--- src/hw/tsp_pkg.sv ---
package tsp_pkg;

	// Clock and timing
	localparam int unsigned CLK_HZ = 200_000_000;
	localparam int unsigned BID_DELAY_MS = 1000;
	localparam int unsigned BID_DELAY_CYC = CLK_HZ / 1000 * BID_DELAY_MS;

	// Register byte offsets
	localparam logic [7:0] CFG_OFF = 8'h00;
	localparam logic [7:0] STAT_OFF = 8'h04;
	localparam logic [7:0] CMD_OFF = 8'h08;

	// Configuration fields
	localparam int CFG_LVL_LSB = 0;
	localparam int CFG_UCI_LSB = 4;
	localparam int CFG_SYNC_BIT = 8;
	localparam int CFG_HDR_LSB = 16;
	localparam logic [31:0] CFG_RST = 32'h0000_0003;
	localparam logic [31:0] CFG_MASK = 32'h001f_01f3;
	localparam logic [3:0] BASE_CODE_LEVEL = 4'h5;

	// Status bits
	localparam int ST_HALT = 0;
	localparam int ST_BID = 1;
	localparam int ST_BID_REQ = 2;
	localparam int ST_ONLINE = 3;
	localparam int ST_SUPPRESS = 4;
	localparam int ST_MOTOR = 5;
	localparam int ST_VERIFY = 6;
	localparam int ST_FEED = 7;
	localparam int ST_EXT = 8;
	localparam int ST_ABNORMAL = 9;
	localparam int ST_TAPE = 10;

	// Command bits
	localparam int CMD_ALM_CLR = 0;

	// Synchronised input indices
	localparam int IN_HALT = 0;
	localparam int IN_STEP = 1;
	localparam int IN_BID = 2;
	localparam int IN_DELETE = 3;
	localparam int IN_MOTOR = 4;
	localparam int IN_ALM_RST = 5;
	localparam int IN_TAPE = 6;
	localparam int IN_ONLINE = 7;
	localparam int IN_EOS = 8;
	localparam int IN_EOT = 9;
	localparam int IN_ABNORMAL = 10;
	localparam int IN_VERIFY = 11;
	localparam int IN_FEED = 12;
	localparam int IN_EXT = 13;
	localparam int IN_OTHER_HALT = 14;
	localparam int IN_STEP_PULSE = 15;
	localparam int IN_TXD = 16;
	localparam int NUM_IN = 17;

	typedef enum logic [2:0] {
		BID_IDLE = 3'b001,
		BID_WAIT = 3'b010,
		BID_REQ = 3'b100
	} tsp_bid_st_e;

endpackage : tsp_pkg

--- src/hw/tsp_sw_if.sv ---
`timescale 1ns/1ps
`default_nettype none

interface tsp_sw_if #(
	parameter int N = 1
);
	logic [N-1:0] lvl;
	logic [N-1:0] rise;

	modport src (output lvl, output rise);
	modport dst (input lvl, input rise);
endinterface : tsp_sw_if

`default_nettype wire

--- src/hw/tsp_sync.sv ---
`timescale 1ns/1ps
`default_nettype none

module tsp_sync #(
	parameter int N = 1
) (
	// Clock and reset
	input wire logic ref_clk_i,
	input wire logic rst_n_i,
	// Raw pins
	input wire logic [N-1:0] raw_i,
	// Clean levels and edges
	tsp_sw_if.src sw
);

	genvar g;
	generate
		for (g = 0; g < N; g++) begin : g_bit
			logic meta_q;
			logic sync_q;
			logic prev_q;

			// Only sync_q reads meta_q
			always_ff @(posedge ref_clk_i) begin
				if (!rst_n_i) begin
					meta_q <= 1'b0;
					sync_q <= 1'b0;
					prev_q <= 1'b0;
				end else begin
					meta_q <= raw_i[g];
					sync_q <= meta_q;
					prev_q <= sync_q;
				end
			end

			assign sw.lvl[g] = sync_q;
			assign sw.rise[g] = sync_q & ~prev_q;
		end
	endgenerate

endmodule : tsp_sync

`default_nettype wire

--- src/hw/tsp_panel_ctrl.sv ---
// Our own choices: the APB slave port and the register offsets.
`timescale 1ns/1ps
`default_nettype none

module tsp_panel_ctrl #(
	parameter int unsigned BID_DELAY_CYC = tsp_pkg::BID_DELAY_CYC
) (
	// Clock and reset
	input wire logic ref_clk_i,
	input wire logic rst_n_i,
	// APB slave
	input wire logic psel_i,
	input wire logic penable_i,
	input wire logic pwrite_i,
	input wire logic [7:0] paddr_i,
	input wire logic [31:0] pwdata_i,
	output logic [31:0] prdata_o,
	output logic pready_o,
	output logic pslverr_o,
	// Operator switches
	input wire logic halt_sw_i,
	input wire logic step_sw_i,
	input wire logic bid_sw_i,
	input wire logic delete_sw_i,
	input wire logic motor_sw_i,
	input wire logic alarm_reset_sw_i,
	// Reader and external equipment
	input wire logic tape_present_i,
	input wire logic abnormal_i,
	input wire logic verify_alarm_i,
	input wire logic feed_alarm_i,
	input wire logic ext_alarm_i,
	input wire logic step_pulse_i,
	input wire logic txd_neutral_i,
	// Sequence control
	input wire logic online_i,
	input wire logic end_of_seq_i,
	input wire logic end_of_tx_i,
	input wire logic other_halt_i,
	output logic bid_req_o,
	output logic halt_others_o,
	output logic skip_header_o,
	// Reader drive
	output logic reader_run_o,
	output logic step_adv_o,
	output logic motor_run_o,
	output logic line_pos_o,
	// Lamps
	output logic halt_lamp_o,
	output logic online_lamp_o,
	output logic bid_lamp_o,
	output logic suppress_lamp_o,
	output logic motor_lamp_o,
	output logic abnormal_lamp_o,
	output logic verify_lamp_o,
	output logic feed_lamp_o,
	output logic ext_alarm_lamp_o,
	// Module settings
	output logic [3:0] code_level_o,
	output logic [3:0] char_interval_select_o,
	output logic sync_mode_o,
	output logic [4:0] header_char_bits_o
);

	tsp_sw_if #(.N(tsp_pkg::NUM_IN)) sw ();

	logic [tsp_pkg::NUM_IN-1:0] raw;
	assign raw = {txd_neutral_i, step_pulse_i, other_halt_i, ext_alarm_i,
		feed_alarm_i, verify_alarm_i, abnormal_i, end_of_tx_i, end_of_seq_i,
		online_i, tape_present_i, alarm_reset_sw_i, motor_sw_i, delete_sw_i,
		bid_sw_i, step_sw_i, halt_sw_i};

	tsp_sync #(.N(tsp_pkg::NUM_IN)) u_sync (
		.ref_clk_i(ref_clk_i),
		.rst_n_i(rst_n_i),
		.raw_i(raw),
		.sw(sw)
	);

	logic online;
	logic tape;
	assign online = sw.lvl[tsp_pkg::IN_ONLINE];
	assign tape = sw.lvl[tsp_pkg::IN_TAPE];

	logic halt_q;
	logic bid_q;
	logic suppress_q;
	logic manual_q;
	logic verify_q;
	logic feed_q;
	logic ext_q;
	logic [31:0] cfg_q;
	logic [31:0] dly_q;
	logic alm_clr_sw;
	logic tape_out_clr;
	tsp_pkg::tsp_bid_st_e bid_st_q;

	// APB decode
	logic apb_setup;
	logic apb_wr;
	logic mapped;
	assign apb_setup = psel_i & ~penable_i;
	assign apb_wr = psel_i & penable_i & pready_o & pwrite_i & ~pslverr_o;
	assign mapped = (paddr_i == tsp_pkg::CFG_OFF) ||
		(paddr_i == tsp_pkg::STAT_OFF) || (paddr_i == tsp_pkg::CMD_OFF);

	logic [31:0] status;
	always_comb begin
		status = 32'h0000_0000;
		status[tsp_pkg::ST_HALT] = halt_q;
		status[tsp_pkg::ST_BID] = bid_q;
		status[tsp_pkg::ST_BID_REQ] = bid_req_o;
		status[tsp_pkg::ST_ONLINE] = online;
		status[tsp_pkg::ST_SUPPRESS] = suppress_q;
		status[tsp_pkg::ST_MOTOR] = motor_run_o;
		status[tsp_pkg::ST_VERIFY] = verify_q;
		status[tsp_pkg::ST_FEED] = feed_q;
		status[tsp_pkg::ST_EXT] = ext_q;
		status[tsp_pkg::ST_ABNORMAL] = abnormal_lamp_o;
		status[tsp_pkg::ST_TAPE] = tape;
	end

	// Answer is ready at the first access edge: one wait-free access phase
	always_ff @(posedge ref_clk_i) begin
		if (!rst_n_i) begin
			pready_o <= 1'b0;
			pslverr_o <= 1'b0;
			prdata_o <= 32'h0000_0000;
		end else begin
			pready_o <= apb_setup;
			pslverr_o <= apb_setup & ~mapped;
			if (apb_setup && !pwrite_i) begin
				if (paddr_i == tsp_pkg::CFG_OFF) begin
					prdata_o <= cfg_q;
				end else if (paddr_i == tsp_pkg::STAT_OFF) begin
					prdata_o <= status;
				end else begin
					prdata_o <= 32'h0000_0000;
				end
			end
		end
	end

	always_ff @(posedge ref_clk_i) begin
		if (!rst_n_i) begin
			cfg_q <= tsp_pkg::CFG_RST;
		end else if (apb_wr && paddr_i == tsp_pkg::CFG_OFF) begin
			cfg_q <= pwdata_i & tsp_pkg::CFG_MASK;
		end
	end

	// Module settings
	always_ff @(posedge ref_clk_i) begin
		if (!rst_n_i) begin
			code_level_o <= tsp_pkg::BASE_CODE_LEVEL;
			char_interval_select_o <= 4'h0;
			sync_mode_o <= 1'b0;
			header_char_bits_o <= 5'h00;
		end else begin
			code_level_o <= tsp_pkg::BASE_CODE_LEVEL +
				{2'b00, cfg_q[tsp_pkg::CFG_LVL_LSB +: 2]};
			char_interval_select_o <= cfg_q[tsp_pkg::CFG_UCI_LSB +: 4];
			sync_mode_o <= cfg_q[tsp_pkg::CFG_SYNC_BIT];
			header_char_bits_o <= cfg_q[tsp_pkg::CFG_HDR_LSB +: 5];
		end
	end

	// Halt toggle
	always_ff @(posedge ref_clk_i) begin
		if (!rst_n_i) begin
			halt_q <= 1'b0;
		end else if (sw.rise[tsp_pkg::IN_HALT]) begin
			halt_q <= ~halt_q;
		end
	end

	// Halt holds the line on tape-out so the operator can edit and resume
	assign tape_out_clr = ~tape & ~halt_q &
		(~online | sw.lvl[tsp_pkg::IN_EOS]);

	// Bid flip-flop
	always_ff @(posedge ref_clk_i) begin
		if (!rst_n_i) begin
			bid_q <= 1'b0;
		end else if (bid_q && tape_out_clr) begin
			bid_q <= 1'b0;
		end else if (sw.rise[tsp_pkg::IN_BID]) begin
			if (!bid_q && tape) begin
				bid_q <= 1'b1;
			end else if (bid_q && !online) begin
				bid_q <= 1'b0;
			end
		end
	end

	// One-second delay from bid to request
	always_ff @(posedge ref_clk_i) begin
		if (!rst_n_i) begin
			bid_st_q <= tsp_pkg::BID_IDLE;
			dly_q <= 32'h0000_0000;
			bid_req_o <= 1'b0;
		end else begin
			case (bid_st_q)
				tsp_pkg::BID_IDLE: begin
					dly_q <= 32'h0000_0000;
					bid_req_o <= 1'b0;
					if (bid_q) begin
						bid_st_q <= tsp_pkg::BID_WAIT;
					end
				end
				tsp_pkg::BID_WAIT: begin
					dly_q <= dly_q + 32'h0000_0001;
					if (!bid_q) begin
						bid_st_q <= tsp_pkg::BID_IDLE;
					end else if (dly_q == 32'(BID_DELAY_CYC - 2)) begin
						bid_st_q <= tsp_pkg::BID_REQ;
						bid_req_o <= 1'b1;
					end
				end
				tsp_pkg::BID_REQ: begin
					if (!bid_q) begin
						bid_st_q <= tsp_pkg::BID_IDLE;
						bid_req_o <= 1'b0;
					end
				end
				default: begin
					bid_st_q <= tsp_pkg::BID_IDLE;
					bid_req_o <= 1'b0;
				end
			endcase
		end
	end

	// Manual motor run only while no bid is pending
	always_ff @(posedge ref_clk_i) begin
		if (!rst_n_i) begin
			manual_q <= 1'b0;
		end else if (bid_q) begin
			manual_q <= 1'b0;
		end else if (sw.rise[tsp_pkg::IN_MOTOR]) begin
			manual_q <= ~manual_q;
		end
	end

	// Header suppress; the end-of-transmission clear wins over a press
	always_ff @(posedge ref_clk_i) begin
		if (!rst_n_i) begin
			suppress_q <= 1'b0;
		end else if (sw.rise[tsp_pkg::IN_EOT]) begin
			suppress_q <= 1'b0;
		end else if (sw.rise[tsp_pkg::IN_DELETE] && !online) begin
			suppress_q <= ~suppress_q;
		end
	end

	// Alarms: a new alarm in the clearing cycle stays latched
	assign alm_clr_sw = sw.rise[tsp_pkg::IN_ALM_RST] |
		(apb_wr && paddr_i == tsp_pkg::CMD_OFF &&
		pwdata_i[tsp_pkg::CMD_ALM_CLR]);

	always_ff @(posedge ref_clk_i) begin
		if (!rst_n_i) begin
			verify_q <= 1'b0;
			feed_q <= 1'b0;
			ext_q <= 1'b0;
		end else begin
			verify_q <= sw.lvl[tsp_pkg::IN_VERIFY] |
				(verify_q & ~alm_clr_sw);
			feed_q <= sw.lvl[tsp_pkg::IN_FEED] |
				(feed_q & ~alm_clr_sw);
			ext_q <= sw.lvl[tsp_pkg::IN_EXT] |
				(ext_q & ~alm_clr_sw);
		end
	end

	// Registered outputs
	always_ff @(posedge ref_clk_i) begin
		if (!rst_n_i) begin
			reader_run_o <= 1'b0;
			step_adv_o <= 1'b0;
			motor_run_o <= 1'b0;
			line_pos_o <= 1'b0;
			halt_others_o <= 1'b0;
			skip_header_o <= 1'b0;
		end else begin
			reader_run_o <= online & ~halt_q &
				~sw.lvl[tsp_pkg::IN_OTHER_HALT];
			step_adv_o <= (sw.rise[tsp_pkg::IN_STEP] & halt_q) |
				(sw.rise[tsp_pkg::IN_STEP_PULSE] & online & ~halt_q &
				~sw.lvl[tsp_pkg::IN_OTHER_HALT]);
			motor_run_o <= bid_q | manual_q;
			line_pos_o <= sw.lvl[tsp_pkg::IN_TXD];
			halt_others_o <= halt_q;
			skip_header_o <= suppress_q;
		end
	end

	// Lamps
	always_ff @(posedge ref_clk_i) begin
		if (!rst_n_i) begin
			halt_lamp_o <= 1'b0;
			online_lamp_o <= 1'b0;
			bid_lamp_o <= 1'b0;
			suppress_lamp_o <= 1'b0;
			motor_lamp_o <= 1'b0;
			abnormal_lamp_o <= 1'b0;
			verify_lamp_o <= 1'b0;
			feed_lamp_o <= 1'b0;
			ext_alarm_lamp_o <= 1'b0;
		end else begin
			halt_lamp_o <= halt_q;
			online_lamp_o <= online;
			bid_lamp_o <= bid_q;
			suppress_lamp_o <= suppress_q;
			motor_lamp_o <= bid_q | manual_q;
			abnormal_lamp_o <= sw.lvl[tsp_pkg::IN_ABNORMAL];
			verify_lamp_o <= verify_q;
			feed_lamp_o <= feed_q;
			ext_alarm_lamp_o <= ext_q;
		end
	end
endmodule : tsp_panel_ctrl

`default_nettype wire

--- config.mk ---
export PLATFORM = sky130hd
export DESIGN_NAME = tsp_panel_ctrl
export DESIGN_NICKNAME = d
export VERILOG_FILES = /design/src/hw/tsp_pkg.sv /design/src/hw/tsp_sw_if.sv /design/src/hw/tsp_sync.sv /design/src/hw/tsp_panel_ctrl.sv
export SDC_FILE = /design/constraint.sdc
export NUM_CORES = 1
export LEC_CHECK = 0
export ABC_CLOCK_PERIOD_IN_PS = 2700
export BUFFER_PORTS_ARGS = -buffer_cell sky130_fd_sc_hd__buf_2
export CORE_MARGIN = 8
export CORE_UTILIZATION = 50
export DETAILED_ROUTE_END_ITERATION = 8
export PLACE_DENSITY_LB_ADDON = 0.05
export RECOVER_POWER = 100
export SYNTH_ARGS = -nofsm -noshare
export SYNTH_HDL_FRONTEND = slang
export SYNTH_SLANG_ARGS = --single-unit
--- constraint.sdc ---
create_clock -name ref_clk_i -period 2.7 [get_ports ref_clk_i]
set_input_delay 0.135 -clock ref_clk_i [delete_from_list [all_inputs] [get_ports ref_clk_i]]
set_output_delay 0.135 -clock ref_clk_i [all_outputs]
set_load 0.01 [all_outputs]
==> key figures <==
Outcome
  • Status: complete, but fails checks
  • Failing checks: capacitance limit, slew limit

STA
  • Final period util: 0.874
  • Fin. max-slew vios: 17
  • Fmax: 424 MHz
  • Crit path time final: 2.36 ns
  • Layout Skew: 0.00613 ns
  • Worst slew margin: -0.211
  • Worst slew pin tran: 1.81 ns
  • # setup viols final: 0
  • Hold Violations, Final: 0
  • RSZ-0062 raised after global routing: no
  • Setup TNS Final: 0 ns

Floorplanning
  • IO Pins: 126
  • Die W: 119 um
  • Site Rows: 37
  • Core Area: 10400 sq um
  • Initial Util: 0.515
  • Total Die Area: 14200 sq um
  • Die H: 119 um

Place
  • Placed Cells: 756
  • PortBufs: 89
  • DP HPWL: 7790 um
  • GP Congestion: 0.768

Yosys
  • Top cell type's share of synthesized area: 0.529
  • Asr flop ratio synth: 0
  • Syn Inst Count: 556
  • Yosys reg bits: 141
  • Yosys cell types: 54
  • Synth top cells by count: dfxtp_1 (141), and2_1 (62), nand2_1 (43)
  • Cell taking the most area after synthesis: dfxtp_1
  • Largest cells by area after synthesis: dfxtp_1 (53%), and2_1 (7.3%), nand3_1 (3.2%), nand2_1 (3.0%), buf_4 (2.7%)
  • Mapped Avg Cell Area: 9.60 sq um
  • Number of synthesized flops with an enable pin: 0
  • Seq/Total Area, Yosys: 0.529
  • Count leader, synth: dfxtp_1
  • Synthesized cell area: 5340 sq um
  • Ys flop type: dfxtp_1
  • Synth warnings: 0

Critical path
  • CP Max Fanout: 11
  • Crit path depth: 5
  • Crit path from: bid_st_q[1]
  • R2R Path Start: bid_st_q[1]
  • Setup crit end: dly_q[29]
  • WP buf/inv: 0
  • Slowest CP cell: or3b_1
  • Startpoint types: register
  • CP peak stage delay: 0.53 ns
  • Cell Chain, Critical Path: or3b_1 -> nor3_4 -> nand4_2 -> or4_1 -> a21boi_0
  • Critical path class: reg2reg
  • CP required: 3.14 ns
  • CP arrival: 2.81 ns
  • R2R Path End: dly_q[29]
  • R2R cell count: 5
  • Crit-path leading delay family: simple AND/OR/NAND/NOR gates
  • Reg-to-reg slack, setup: 0.34 ns
  • Critical Path Sink Type: register

Clock tree
  • Clock sink count: 141
  • CTS tree: yes
  • Clock Tree Buf Depth: 2
  • Clk slew on worst S/H paths: 0.06 ns
  • CTS Root Cell: clkbuf_8
  • CTS H-tree depth: 4
  • Post CTS Setup Buffer Count: 0
  • TritonCTS Buffers: 17
  • Worst-skew pair later-pin latency: 0.52 ns

Routing
  • Number of DRC markers in iteration 0: 320
  • Final ANT Viol Nets: 0
  • Detailed-route via count: 4175
  • DRC viols: 0
  • Vias/cell: 5.09
  • DRT Wirelength: 11800 um
  • DR pass1 iterations: 4
  • DR WL/cell: 14.4 um

Cells and area
  • Area grow syn2layout: 23.4%
  • # diodes: 0
  • Final #Nets: 737
  • Post-Layout Cell Count: 821
  • Proportion of layout cells with a drive suffix above 1: 0.117
  • Number of fill cells in the layout: 895

Run
  • Maxcap violations: 1

GRT
  • Grt ovf: 0
  • Vias in the first global route: 4173
  • Largest net degree at the start of global routing: 60
  • Initial antenna violation count: 0
  • Total global-route track usage: 0.169
  • Global-route wire length before repair: 19600 um

Power
  • PwrDens: 688 nW/um^2
  • Worst VDD drop: 0.592 mV
  • Leakage: 2.63 nW

Worst hold path
  • Hold crit path type: in2reg
[layer usage]
layer	global-route usage	vias up	share of wire	routed length (um)
met2	0.285	113	0.48	5710
met5	0	-	0	0
met4	0.0679	0	0.015	171
met3	0.0581	18	0.063	744
met1	0.193	1942	0.44	5160
li1	-	2102	-	-
[kinds of logic (layout without fill, tap and decap cells)]
group                    after synthesis  after routing  share of synthesized area
AND/OR/NAND/NOR                      240            240                      0.260
flip-flops                           141            141                      0.529
AO/OA/AOI/OAI                         89             89                      0.113
buffers and inverters                 68            182                     0.0647
multiplexers                          11             11                     0.0206
adder cells (fa/ha/maj)                3              3                    0.00703
XOR/XNOR                               3              3                    0.00492
other                                  1             16                   0.000702
[power breakdown]
part	leakage [nW]	internal [W]	switching [W]	total (W)
Clock	0.273	0.00131	0.000893	0.00220
Sequential	1.15	0.00213	0.0000209	0.00215
Combinational	1.21	0.0000933	0.0000926	0.000186
[per-stage QoR]
step                      total power [W]  instance area [sq um]  setup slack (ns)   util  hold WS (ns)
final                             0.00453                   6590             0.339  0.635        0.0560
after global routing              0.00470                   6590             0.113  0.635        0.0413
after CTS                         0.00458                   6710             0.339  0.647        0.0350
after detailed placement          0.00235                   5810             0.353  0.560         0.344
after global placement            0.00235                   5810             0.403  0.560         0.340
after floorplan                   0.00230                   5400             0.736      -         0.262
[layout by cell type (no fill, tap or decap), types with 11 or more instances in the layout]
| cell type | count |
|---|---|
| and2_0 | 29 |
| and2_1 | 33 |
| buf_2 | 39 |
| dfxtp_1 | 141 |
| nand3_1 | 34 |
| o21ai_0 | 24 |
| inv_1 | 20 |
| conb_1 | 16 |
| clkbuf_16 | 16 |
| nor2_1 | 24 |
| nand2_1 | 43 |
| a21boi_0 | 21 |
| clkbuf_1 | 56 |
| dlygate4sd3_1 | 33 |
| mux2i_1 | 11 |
[state kept, by name (all words and copies together), names as in the netlist, 3 cells and up]
register	cells
cfg_q	12
u_sync.g_bit.sync_q	17
prdata_o	16
u_sync.g_bit.prev_q	8
dly_q	32
char_interval_select_o	4
code_level_o	4
u_sync.g_bit.meta_q	17
bid_st_q	3
header_char_bits_o	5
[worst min-delay path by stage]
| stage | start | end | cells after the start |
|---|---|---|---|
| global route | rst_n_i | code_level_o[0] | 2 |
| detailed placement | other_halt_i | u_sync.g_bit[14].meta_q | 2 |
| floorplan | halt_sw_i | u_sync.g_bit[0].meta_q | 1 |
| global placement | abnormal_i | u_sync.g_bit[10].meta_q | 2 |
| CTS | rst_n_i | code_level_o[0] | 2 |
| finish | rst_n_i | code_level_o[0] | 2 |
[repair_timing]
action	4_1_cts	5_1_grt
hold buffers	33	0
gates resized for setup	0	0
endpoints found under the hold margin	31	0
[area by class of cell]
| type | instances | area, sq um | area share |
|---|---|---|---|
| Tap cell | 136 | 170 | 0.0258 |
| Multi-Input combinational cell | 362 | 2200 | 0.334 |
| Sequential cell | 141 | 2820 | 0.428 |
| Clock buffer | 21 | 459 | 0.0697 |
| Clock inverter | 11 | 109 | 0.0165 |
| Timing Repair Buffer | 130 | 754 | 0.115 |
| Inverter | 20 | 75.1 | 0.0114 |
[worst reg2reg max path, delay by kind of cell (launching register included)]
family	cells	cell delay [ns]
compound gates	1	0.17
flops	1	0.41
simple gates	4	1.70
No activity file was read; power rests on OpenSTA's default activity.
